## src/verilog/fes_pkg.sv

```systemverilog
// constants and types for the fault escalation and sleep control block
// Operation
// - bus errors, internal errors, non-executable fetches and protection violations raise faults
// - vector read bus error goes to hard fault and sets vector read flag
// - escalated configurable fault takes hard fault and sets escalated flag
// - protection mismatches set instruction, data, push or pop violation flags
// - non-executable fetch sets instruction violation even with protection off
// - stacking, unstacking, prefetch, precise, inexact bus errors set bus fault flags
// - seven usage fault causes set six flags; two of them share one
// - foreign instruction set and bad continuation return both mean invalid state
// - non-hard faults have programmable priority and individual handler enables
// - equal or lower priority fault in handler, or disabled handler, escalates
// - bus fault pushing for bus handler entry does not escalate
// - hard fault yields only to reset and nmi, preempts everything else
// - bus and memory faults capture the accessed address
// - hard fault inside nmi or hard fault handler enters lockup
// - lockup ends on reset, debug halt or nmi unless entered from nmi
// - deep select chooses mode; sleep gates cpu clock, deep stops more
// - wait for interrupt sleeps at once unless wake already true
// - wait for event sleeps if latch clear, else clears latch and continues
// - send event sets latch; software cannot read or write it
// - sleep on exit sleeps on return to thread after all handlers
// - interrupt wake only on entry-able exception; priority mask defers handler
// - event wake on entry-able exception, or any new pending with event-on-pending
// - return value valid only with top bits set and nibble 1, 9 or d
// - equal priority exception never preempts, it stays pending
package fes_pkg;
  localparam logic [7:0] OFF_HARD = 8'h00;
  localparam logic [7:0] OFF_MM = 8'h04;
  localparam logic [7:0] OFF_BUS = 8'h08;
  localparam logic [7:0] OFF_USE = 8'h0c;
  localparam logic [7:0] OFF_MMADR = 8'h10;
  localparam logic [7:0] OFF_BUSADR = 8'h14;
  localparam logic [7:0] OFF_PRI = 8'h18;
  localparam logic [7:0] OFF_EN = 8'h1c;
  localparam logic [7:0] OFF_SLP = 8'h20;
  localparam logic [7:0] OFF_CORE = 8'h24;
  localparam int HF_VEC = 1;
  localparam int HF_ESC = 30;
  localparam int MM_AVALID = 7;
  localparam int BF_AVALID = 7;
  localparam int PRI_MM = 0;
  localparam int PRI_BUS = 8;
  localparam int PRI_USE = 16;
  localparam int EN_MM = 0;
  localparam int EN_BUS = 1;
  localparam int EN_USE = 2;
  localparam int SC_EXIT = 1;
  localparam int SC_DEEP = 2;
  localparam int SC_SEVPEND = 4;
  localparam int CS_LOCK = 0;
  localparam int CS_SLEEP = 1;
  localparam int CS_DEEP = 2;
  localparam int CS_LOCKNMI = 3;
  localparam logic [27:0] RET_TOP = 28'hfffffff;
  localparam logic [3:0] RET_HND = 4'h1;
  localparam logic [3:0] RET_MSP = 4'h9;
  localparam logic [3:0] RET_PSP = 4'hd;
  typedef struct packed {
    logic [31:0] addr;
    logic vecRead;
    logic mmInstr;
    logic mmData;
    logic mmPush;
    logic mmPop;
    logic xnFetch;
    logic busPush;
    logic busPop;
    logic busFetch;
    logic busPrecise;
    logic busInexact;
    logic no_coprocessor_flag;
    logic undefined_instr_flag;
    logic foreignIsa;
    logic iciBadReturn;
    logic misalign;
    logic zeroDiv;
    logic retCheck;
    logic [31:0] retValue;
  } fes_fault_s;
  typedef struct packed {
    logic inHandler;
    logic inNmi;
    logic inHardFault;
    logic enteringBus;
    logic [2:0] curPrio;
  } fes_ctx_s;
  typedef struct packed {
    logic wfiInstr;
    logic wfeInstr;
    logic sevInstr;
    logic returnToThread;
    logic entryReady;
    logic newPending;
    logic interrupt_priority_mask;
    logic nmiTaken;
    logic debugHalt;
  } fes_core_s;
  typedef enum logic [4:0] {
    CLS_NONE = 5'b00001,
    CLS_HARD = 5'b00010,
    CLS_MM = 5'b00100,
    CLS_BUS = 5'b01000,
    CLS_USE = 5'b10000
  } fes_class_e;
  typedef struct packed {
    fes_class_e cls;
    logic escalate;
    logic lockup;
    logic vecSet;
    logic [3:0] mmSet;
    logic [4:0] busSet;
    logic [5:0] useSet;
  } fes_dec_s;
  typedef enum logic [4:0] {
    ST_RUN = 5'b00001,
    ST_SLP_INT = 5'b00010,
    ST_SLP_EVT = 5'b00100,
    ST_SLP_EXIT = 5'b01000,
    ST_LOCK = 5'b10000
  } fes_state_e;
endpackage

```

## src/verilog/fes_top.sv

```systemverilog
// fault escalation, lockup and sleep control with apb register access
`timescale 1ns/1ps
module fes_top
  import fes_pkg::*;
(
  input wire logic sys_clk,
  input wire logic resetn,
  input wire logic psel,
  input wire logic penable,
  input wire logic pwrite,
  input wire logic [7:0] paddr,
  input wire logic [31:0] pwdata,
  output logic [31:0] prdata,
  output logic pready,
  output logic pslverr,
  input wire fes_fault_s fault,
  input wire fes_ctx_s ctx,
  input wire fes_core_s core,
  output logic excReq,
  output fes_class_e excClass,
  output logic lockup,
  output logic execHalt,
  output logic cpuClkOff,
  output logic sysClkOff,
  output logic pllFlashOff,
  output logic handlerDefer
);
  typedef struct packed {
    logic [1:0] hard;
    logic [3:0] mm;
    logic mmValid;
    logic [31:0] memmanage_fault_address;
    logic [4:0] bus;
    logic busValid;
    logic [31:0] busAddr;
    logic [5:0] useFlags;
    logic [2:0] priMm;
    logic [2:0] priBus;
    logic [2:0] priUse;
    logic [2:0] handlerEn;
    logic sleepOnExit;
    logic deepSel;
    logic evtOnPend;
    logic evtLatch;
    fes_state_e mode;
    logic lockFromNmi;
    logic excReq;
    fes_class_e excCls;
    logic pready;
    logic pslverr;
    logic [31:0] prdata;
    logic defer;
    logic cpuOff;
    logic sysOff;
    logic pllOff;
    logic lockOut;
    logic haltOut;
  } fes_st_s;

  fes_st_s st_q;
  fes_st_s st_d;
  fes_dec_s dec;
  logic access;
  logic commit;
  logic wr;
  logic [31:0] rd;
  logic hit;
  logic take;
  logic sleeping;
  logic wakeInt;
  logic wakeEvt;

  fes_fault_sort u_sort (
    .flt(fault),
    .ctx(ctx),
    .priMm(st_q.priMm),
    .priBus(st_q.priBus),
    .priUse(st_q.priUse),
    .handlerEn(st_q.handlerEn),
    .dec(dec)
  );

  always_comb begin
    st_d = st_q;
    access = psel && penable;
    commit = access && st_q.pready;
    wr = commit && pwrite;
    take = dec.cls != CLS_NONE && st_q.mode != ST_LOCK;
    sleeping = st_q.mode == ST_SLP_INT || st_q.mode == ST_SLP_EVT ||
      st_q.mode == ST_SLP_EXIT;
    wakeInt = core.entryReady;
    wakeEvt = core.entryReady || (st_q.evtOnPend && core.newPending) || core.sevInstr;

    // address decode, read mux
    hit = 1'b1;
    rd = 32'h0;
    unique case (paddr)
      OFF_HARD: begin
        rd[HF_VEC] = st_q.hard[0];
        rd[HF_ESC] = st_q.hard[1];
      end
      OFF_MM: begin
        rd[3:0] = st_q.mm;
        rd[MM_AVALID] = st_q.mmValid;
      end
      OFF_BUS: begin
        rd[4:0] = st_q.bus;
        rd[BF_AVALID] = st_q.busValid;
      end
      OFF_USE: begin
        rd[5:0] = st_q.useFlags;
      end
      OFF_MMADR: begin
        rd = st_q.memmanage_fault_address;
      end
      OFF_BUSADR: begin
        rd = st_q.busAddr;
      end
      OFF_PRI: begin
        rd[PRI_MM +: 3] = st_q.priMm;
        rd[PRI_BUS +: 3] = st_q.priBus;
        rd[PRI_USE +: 3] = st_q.priUse;
      end
      OFF_EN: begin
        rd[2:0] = st_q.handlerEn;
      end
      OFF_SLP: begin
        // event latch deliberately absent from the map
        rd[SC_EXIT] = st_q.sleepOnExit;
        rd[SC_DEEP] = st_q.deepSel;
        rd[SC_SEVPEND] = st_q.evtOnPend;
      end
      OFF_CORE: begin
        rd[CS_LOCK] = st_q.mode == ST_LOCK;
        rd[CS_SLEEP] = sleeping;
        rd[CS_DEEP] = sleeping && st_q.deepSel;
        rd[CS_LOCKNMI] = st_q.lockFromNmi;
      end
      default: begin
        hit = 1'b0;
      end
    endcase

    // one wait state: ready rises on the cycle after the access phase opens
    st_d.pready = access && !st_q.pready;
    if (access && !st_q.pready) begin
      st_d.prdata = pwrite ? 32'h0 : rd;
      st_d.pslverr = !hit;
    end

    // software side: status flags write one to clear, set below wins
    if (wr && hit) begin
      unique case (paddr)
        OFF_HARD: begin
          st_d.hard = st_q.hard & ~{pwdata[HF_ESC], pwdata[HF_VEC]};
        end
        OFF_MM: begin
          st_d.mm = st_q.mm & ~pwdata[3:0];
          st_d.mmValid = st_q.mmValid & ~pwdata[MM_AVALID];
        end
        OFF_BUS: begin
          st_d.bus = st_q.bus & ~pwdata[4:0];
          st_d.busValid = st_q.busValid & ~pwdata[BF_AVALID];
        end
        OFF_USE: begin
          st_d.useFlags = st_q.useFlags & ~pwdata[5:0];
        end
        OFF_PRI: begin
          st_d.priMm = pwdata[PRI_MM +: 3];
          st_d.priBus = pwdata[PRI_BUS +: 3];
          st_d.priUse = pwdata[PRI_USE +: 3];
        end
        OFF_EN: begin
          st_d.handlerEn = pwdata[2:0];
        end
        OFF_SLP: begin
          st_d.sleepOnExit = pwdata[SC_EXIT];
          st_d.deepSel = pwdata[SC_DEEP];
          st_d.evtOnPend = pwdata[SC_SEVPEND];
        end
        default: begin
        end
      endcase
    end

    // fault capture; flags stick until cleared
    st_d.excReq = 1'b0;
    if (take) begin
      st_d.excReq = !dec.lockup;
      st_d.excCls = dec.cls;
      st_d.hard[0] = st_d.hard[0] | dec.vecSet;
      st_d.hard[1] = st_d.hard[1] | dec.escalate;
      st_d.mm = st_d.mm | dec.mmSet;
      st_d.bus = st_d.bus | dec.busSet;
      st_d.useFlags = st_d.useFlags | dec.useSet;
      // first address kept; a later fault must not overwrite an unread one
      if (|dec.mmSet && !st_d.mmValid) begin
        st_d.memmanage_fault_address = fault.addr;
        st_d.mmValid = 1'b1;
      end
      if (|dec.busSet && !st_d.busValid) begin
        st_d.busAddr = fault.addr;
        st_d.busValid = 1'b1;
      end
    end

    // event latch: set wins over the clear by a wait for event
    if (st_q.mode == ST_RUN && core.wfeInstr && st_q.evtLatch) begin
      st_d.evtLatch = 1'b0;
    end
    if (core.sevInstr || (st_q.evtOnPend && core.newPending)) begin
      st_d.evtLatch = 1'b1;
    end

    // sleep and lockup sequencing
    unique case (st_q.mode)
      ST_RUN: begin
        if (core.wfiInstr && !core.entryReady) begin
          st_d.mode = ST_SLP_INT;
        end else if (core.wfeInstr && !st_q.evtLatch) begin
          st_d.mode = ST_SLP_EVT;
        end else if (core.returnToThread && st_q.sleepOnExit && !core.entryReady) begin
          st_d.mode = ST_SLP_EXIT;
        end
      end
      ST_SLP_INT, ST_SLP_EXIT: begin
        if (wakeInt) begin
          st_d.mode = ST_RUN;
          st_d.defer = core.interrupt_priority_mask;
        end
      end
      ST_SLP_EVT: begin
        if (wakeEvt) begin
          st_d.mode = ST_RUN;
          st_d.evtLatch = 1'b0;
        end
      end
      ST_LOCK: begin
        if (core.debugHalt || (core.nmiTaken && !st_q.lockFromNmi)) begin
          st_d.mode = ST_RUN;
          st_d.lockFromNmi = 1'b0;
        end
      end
      default: begin
        st_d.mode = ST_RUN;
      end
    endcase
    if (take && dec.lockup) begin
      st_d.mode = ST_LOCK;
      st_d.lockFromNmi = ctx.inNmi;
    end
    if (!core.interrupt_priority_mask) begin
      st_d.defer = 1'b0;
    end

    // clock gating follows the mode of the next cycle
    st_d.cpuOff = st_d.mode == ST_SLP_INT || st_d.mode == ST_SLP_EVT ||
      st_d.mode == ST_SLP_EXIT;
    st_d.sysOff = st_d.cpuOff && st_q.deepSel;
    st_d.pllOff = st_d.cpuOff && st_q.deepSel;
    // registered copies so the pins carry no decode glitch
    st_d.lockOut = st_d.mode == ST_LOCK;
    st_d.haltOut = st_d.mode != ST_RUN;
  end

  always_ff @(posedge sys_clk or negedge resetn) begin
    if (!resetn) begin
      st_q <= '0;
      st_q.mode <= ST_RUN;
      st_q.excCls <= CLS_NONE;
    end else begin
      st_q <= st_d;
    end
  end

  assign prdata = st_q.prdata;
  assign pready = st_q.pready;
  assign pslverr = st_q.pslverr;
  assign excReq = st_q.excReq;
  assign excClass = st_q.excCls;
  assign lockup = st_q.lockOut;
  assign execHalt = st_q.haltOut;
  assign cpuClkOff = st_q.cpuOff;
  assign sysClkOff = st_q.sysOff;
  assign pllFlashOff = st_q.pllOff;
  assign handlerDefer = st_q.defer;
endmodule

```

## src/verilog/fes_fault_sort.sv

```systemverilog
// fault classifier: cause flags, handler class and escalation
`timescale 1ns/1ps
module fes_fault_sort
  import fes_pkg::*;
(
  input wire fes_fault_s flt,
  input wire fes_ctx_s ctx,
  input wire logic [2:0] priMm,
  input wire logic [2:0] priBus,
  input wire logic [2:0] priUse,
  input wire logic [2:0] handlerEn,
  output fes_dec_s dec
);
  logic retBad;
  logic [2:0] prio;
  logic en;
  logic cfg;
  logic noEsc;
  always_comb begin
    retBad = flt.retCheck && !(flt.retValue[31:4] == RET_TOP &&
      (flt.retValue[3:0] == RET_HND || flt.retValue[3:0] == RET_MSP ||
       flt.retValue[3:0] == RET_PSP));
    dec.vecSet = flt.vecRead;
    dec.mmSet = {flt.mmPop, flt.mmPush, flt.mmData, flt.mmInstr | flt.xnFetch};
    dec.busSet = {flt.busInexact, flt.busPrecise, flt.busFetch, flt.busPop, flt.busPush};
    dec.useSet = {flt.zeroDiv, flt.misalign, retBad, flt.foreignIsa | flt.iciBadReturn,
      flt.undefined_instr_flag, flt.no_coprocessor_flag};
    prio = priUse;
    en = handlerEn[EN_USE];
    noEsc = 1'b0;
    dec.cls = CLS_NONE;
    if (dec.vecSet) begin
      dec.cls = CLS_HARD;
    end else if (|dec.mmSet) begin
      dec.cls = CLS_MM;
      prio = priMm;
      en = handlerEn[EN_MM];
    end else if (|dec.busSet) begin
      dec.cls = CLS_BUS;
      prio = priBus;
      en = handlerEn[EN_BUS];
      noEsc = flt.busPush && ctx.enteringBus;
    end else if (|dec.useSet) begin
      dec.cls = CLS_USE;
    end
    cfg = dec.cls != CLS_NONE && dec.cls != CLS_HARD;
    // nmi and hard fault sit above every programmable level
    dec.escalate = cfg && !noEsc && (!en || ctx.inNmi || ctx.inHardFault ||
      (ctx.inHandler && prio >= ctx.curPrio));
    if (dec.escalate) begin
      dec.cls = CLS_HARD;
    end
    dec.lockup = dec.cls == CLS_HARD && (ctx.inNmi || ctx.inHardFault);
  end
endmodule

```

## config.mk

```make
export PLATFORM = sky130hd
export DESIGN_NAME = fes_top
export DESIGN_NICKNAME = d
export VERILOG_FILES = /design/src/verilog/fes_pkg.sv /design/src/verilog/fes_top.sv /design/src/verilog/fes_fault_sort.sv
export SDC_FILE = /design/constraint.sdc
export NUM_CORES = 1
export LEC_CHECK = 0
export BUFFER_PORTS_ARGS = -buffer_cell sky130_fd_sc_hd__buf_2
export CAP_MARGIN = 20
export CORE_MARGIN = 2
export CORE_UTILIZATION = 45
export DETAILED_ROUTE_END_ITERATION = 7
export HOLD_SLACK_MARGIN = 0.06
export PLACE_DENSITY = 0.7
export SYNTH_ARGS = -nofsm -noshare
export SYNTH_HDL_FRONTEND = slang
export SYNTH_SLANG_ARGS = --single-unit
```

## constraint.sdc

```tcl
create_clock -name sys_clk -period 4.8 [get_ports sys_clk]
set_clock_uncertainty 0.2 [all_clocks]
set_input_delay 0.24 -clock sys_clk [delete_from_list [all_inputs] [get_ports sys_clk]]
set_output_delay 0.24 -clock sys_clk [all_outputs]
set_load 0.01 [all_outputs]
```

==> results by group <==
Outcome
  – Status: finished, final reports clean

Floorplan
  – Starting density of the core: 45.9%
  – Die Height: 131 um
  – Die Wd: 131 um
  – Die ar.: 17,200 um2
  – Row count: 46
  – IO Pins: 189
  – Core box area: 15,800 um2

STA
  – Hold_ws: 0.0920 ns
  – Worst-margin pin slew: 0.873 ns
  – Total negative slack: 0 ns
  – Max Slew Vio Count: 0
  – Final setup violation count: 0
  – Post-route minimum period: 4.19 ns
  – Final period util: 87.2%
  – Slew HR: 41.8%
  – Final Hold Vio Count: 0
  – Unrepaired setup endpoints after global routing: no
  – Max Freq: 239 MHz

Routing
  – Pre-antenna DRT Iters: 5
  – Via count: 5,907
  – First-iteration detailed-routing DRC count: 269
  – Metal2 WL: 9220 um
  – Routed WL: 19,400 um
  – Top sig layer: met5
  – DRC viols: 0
  – Antenna-violating nets left: 0
  – Vias per cell: 5.42
  – Metal3 WL: 1700 um
  – DR WL/cell: 17.8 um
  – Post-Route M1 WL: 7970 um

Clock network
  – TritonCTS clock tree: done
  – Hold_buf cts: 89
  – Worst-Skew Late Latency: 0.42 ns
  – Clock Tree Buf Depth: 2
  – Clk root buf: clkbuf_16
  – # H-tree levels: 4
  – CTS resizes: 0
  – CTS Buf Count: 17
  – Clock Pin Slew Worst Setup and Hold Paths: 0.06 ns
  – Num Clock Sinks: 150
  – Post-CTS Setup Inserts: 0

Critical path
  – Startpoint Class: input pin
  – Critical path required time: 4.96 ns
  – Worst Path Buf+Inv: 3
  – Element type at the critical path end: flop
  – Critical path class: in -> reg
  – R2r setup slk: 1.55 ns
  – Crit-path max FO: 6
  – Crit-path max cell delay: 0.68 ns
  – Slowest stage cell on the critical path: nor4_1
  – Arrival time worst endpoint: 4.34 ns
  – Worst-path cell chain: dlygate4sd3_1 -> buf_2 -> nor4_1 -> and2_1 -> nand2_1 -> o22ai_1 -> a21oi_1 -> ha_1 -> nand2_1 -> o21ai_0 -> a2bb2oi_1 -> a31oi_1 -> a31oi_1 -> a211oi_1 -> dlygate4sd3_1
  – CP top delay family: buffers and inverters

Power
  – Flop pwr share: 43.3%
  – LEAKAGE: 4.39 nW
  – Switching power: 0.000845 W
  – P per Cell Area: 337 nW/um2
  – Max rail drop VDD: 0.270 mV
  – Combinational share of power: 15.4%
  – Internal power: 0.00235 W
  – Switching part of the total power: 26.5%
  – Clock network power share: 41.3%

Synth
  – Post-Syn Instances: 639
  – Post-synth EDFFs: 0
  – Top cells by count, synth: dfrtp_1, nand2_1, mux2_1
  – Flops & latches, synth: 150
  – Synth async-reset ratio: 100%
  – Cell taking the most area after synthesis: dfrtp_1
  – Sequential area share after synthesis: 51.7%
  – Post-synth cell types: 62
  – Top_reg_cell synth: dfrtp_1
  – Syn nets: 785
  – Mean area per synthesized cell: 11.4 um2
  – Area contributors post-synth: dfrtp_1, mux2_1, mux2i_1
  – Yosys warnings: 0
  – Mapped cell area: 7260 um2
  – Yosys top cell area share: 51.0%
  – Most frequent cell after synthesis: dfrtp_1

Place
  – RePlAce Congestion: 0.915
  – DP HPWL: 13,500 um
  – IO Port Bufs: 170
  – Placed instance area: 8000 um2

GRT
  – GR Util All Layers: 23.3%
  – Total congestion overflow: 0
  – Pin count of the biggest net entering global routing: 99
  – Initial antenna violation count: 1
  – First-pass GRT wire length: 30,600 um
  – Number of global-route vias before repair: 6,192

Layout
  – Multi-input gate area: 3040 um2
  – Most flops, register: st_q
  – Largest register FFs: 105
  – Seq. cell area: 3760 um2
  – N_diodes: 0
  – P&R area growth vs syn: 30.6%
  – Layout cells sized above 1: 26.0%
  – # nets final: 1,007
  – Design Area, Final: 9480 um2
  – Filler instances: 1,303

Worst hold path
  – Worst min-delay path category: in -> reg

Flow run
  – Max-Cap Viols: 0
-- final timing paths --
| path | cells past startpoint | end | from |
|---|---|---|---|
| worst max-delay path | 15 | st_q[46]$_DFFE_PN0P_ | fault[45] |
| worst min-delay path | 4 | prdata[2]$_DFFE_PN0P_ | paddr[1] |
| worst max register to register | 7 | st_q[46]$_DFFE_PN0P_ | st_q[48]$_DFF_PN0_ |
| worst min register to register | 2 | prdata[14]$_DFFE_PN0P_ | prdata[14]$_DFFE_PN0P_ |
| max in group asynchronous | 3 | prdata[11]$_DFFE_PN0P_ | resetn |
| min in group asynchronous | 2 | st_q[52]$_DFF_PN0_ | resetn |
-- power by group through the flow --
stage	logic, W	registers [W]	clock network (W)
6_report	0.000491	0.00138	0.00132
5_1_grt	0.000537	0.00139	0.00139
2_1_floorplan	0.000266	0.00140	0
3_5_place_dp	0.000411	0.00140	0
3_3_place_gp	0.000401	0.00140	0
4_1_cts	0.000482	0.00138	0.00134
-- worst register-to-register path: stages (launching register included) --
cell	delay, ns
dfrtp_1	0.43
nor4_1	0.53
and2_1	0.45
nand2_1	0.15
a31oi_1	0.17
dlygate4sd3_1	0.56
a211oi_1	0.05
dlygate4sd3_1	0.59
-- through the flow --
stage	worst slack, ns	instances	power (W)	utilization [%]
6_report	0.613	1090	0.00319	59.9
5_1_grt	0.252	1090	0.00332	59.9
4_1_cts	0.773	1089	0.00320	59.8
3_5_place_dp	1.32	968	0.00181	50.5
3_3_place_gp	1.39	968	0.00180	50.5
2_1_floorplan	2.05	639	0.00166	-
-- metal layers --
| layer | track usage (%) | up-vias |
|---|---|---|
| li1 | - | 2718 |
| met1 | 27.0 | 2878 |
| met2 | 40.4 | 261 |
| met3 | 7.70 | 48 |
| met4 | 8.32 | 2 |
| met5 | 0 | - |
-- cell usage in the layout, fill, tap and decap left out, types with 6 or more instances in the layout --
| cell type | n |
|---|---|
| o21ai_1 | 15 |
| dfrtp_1 | 148 |
| o2bb2ai_1 | 6 |
| mux2_1 | 73 |
| a21oi_1 | 21 |
| inv_1 | 9 |
| a22o_1 | 19 |
| buf_2 | 169 |
| mux2i_1 | 32 |
| nor2b_1 | 8 |
| mux2_2 | 9 |
| nand3_1 | 8 |
| o21ai_0 | 23 |
| nand2_1 | 78 |
| dlygate4sd3_1 | 89 |
| nor4_1 | 7 |
| nand4_1 | 8 |
| clkbuf_16 | 17 |
| nor2_1 | 24 |
| nor3_1 | 10 |
-- cell families after synthesis --
group / count (synthesis) / share of synthesized area, %
muxes: 114 / 17.1
xor gates and xnor gates: 1 / 0.121
AOI/OAI and AO/OA: 119 / 11.4
buffers and inverters: 71 / 6.34
DFF: 150 / 51.7
and+or+nand+nor: 181 / 12.8
adders and majority gates: 3 / 0.517
-- layout make-up --
class	count	share of cell area, %
sequential	150	39.6
multi-input combinational	418	32.1
timing repair buffer	265	18.9
clock buffer	21	4.86
tap	216	2.85
clock inverter	11	1.32
inverter	9	0.356
Note: power is estimated with default switching activity, not from simulation.
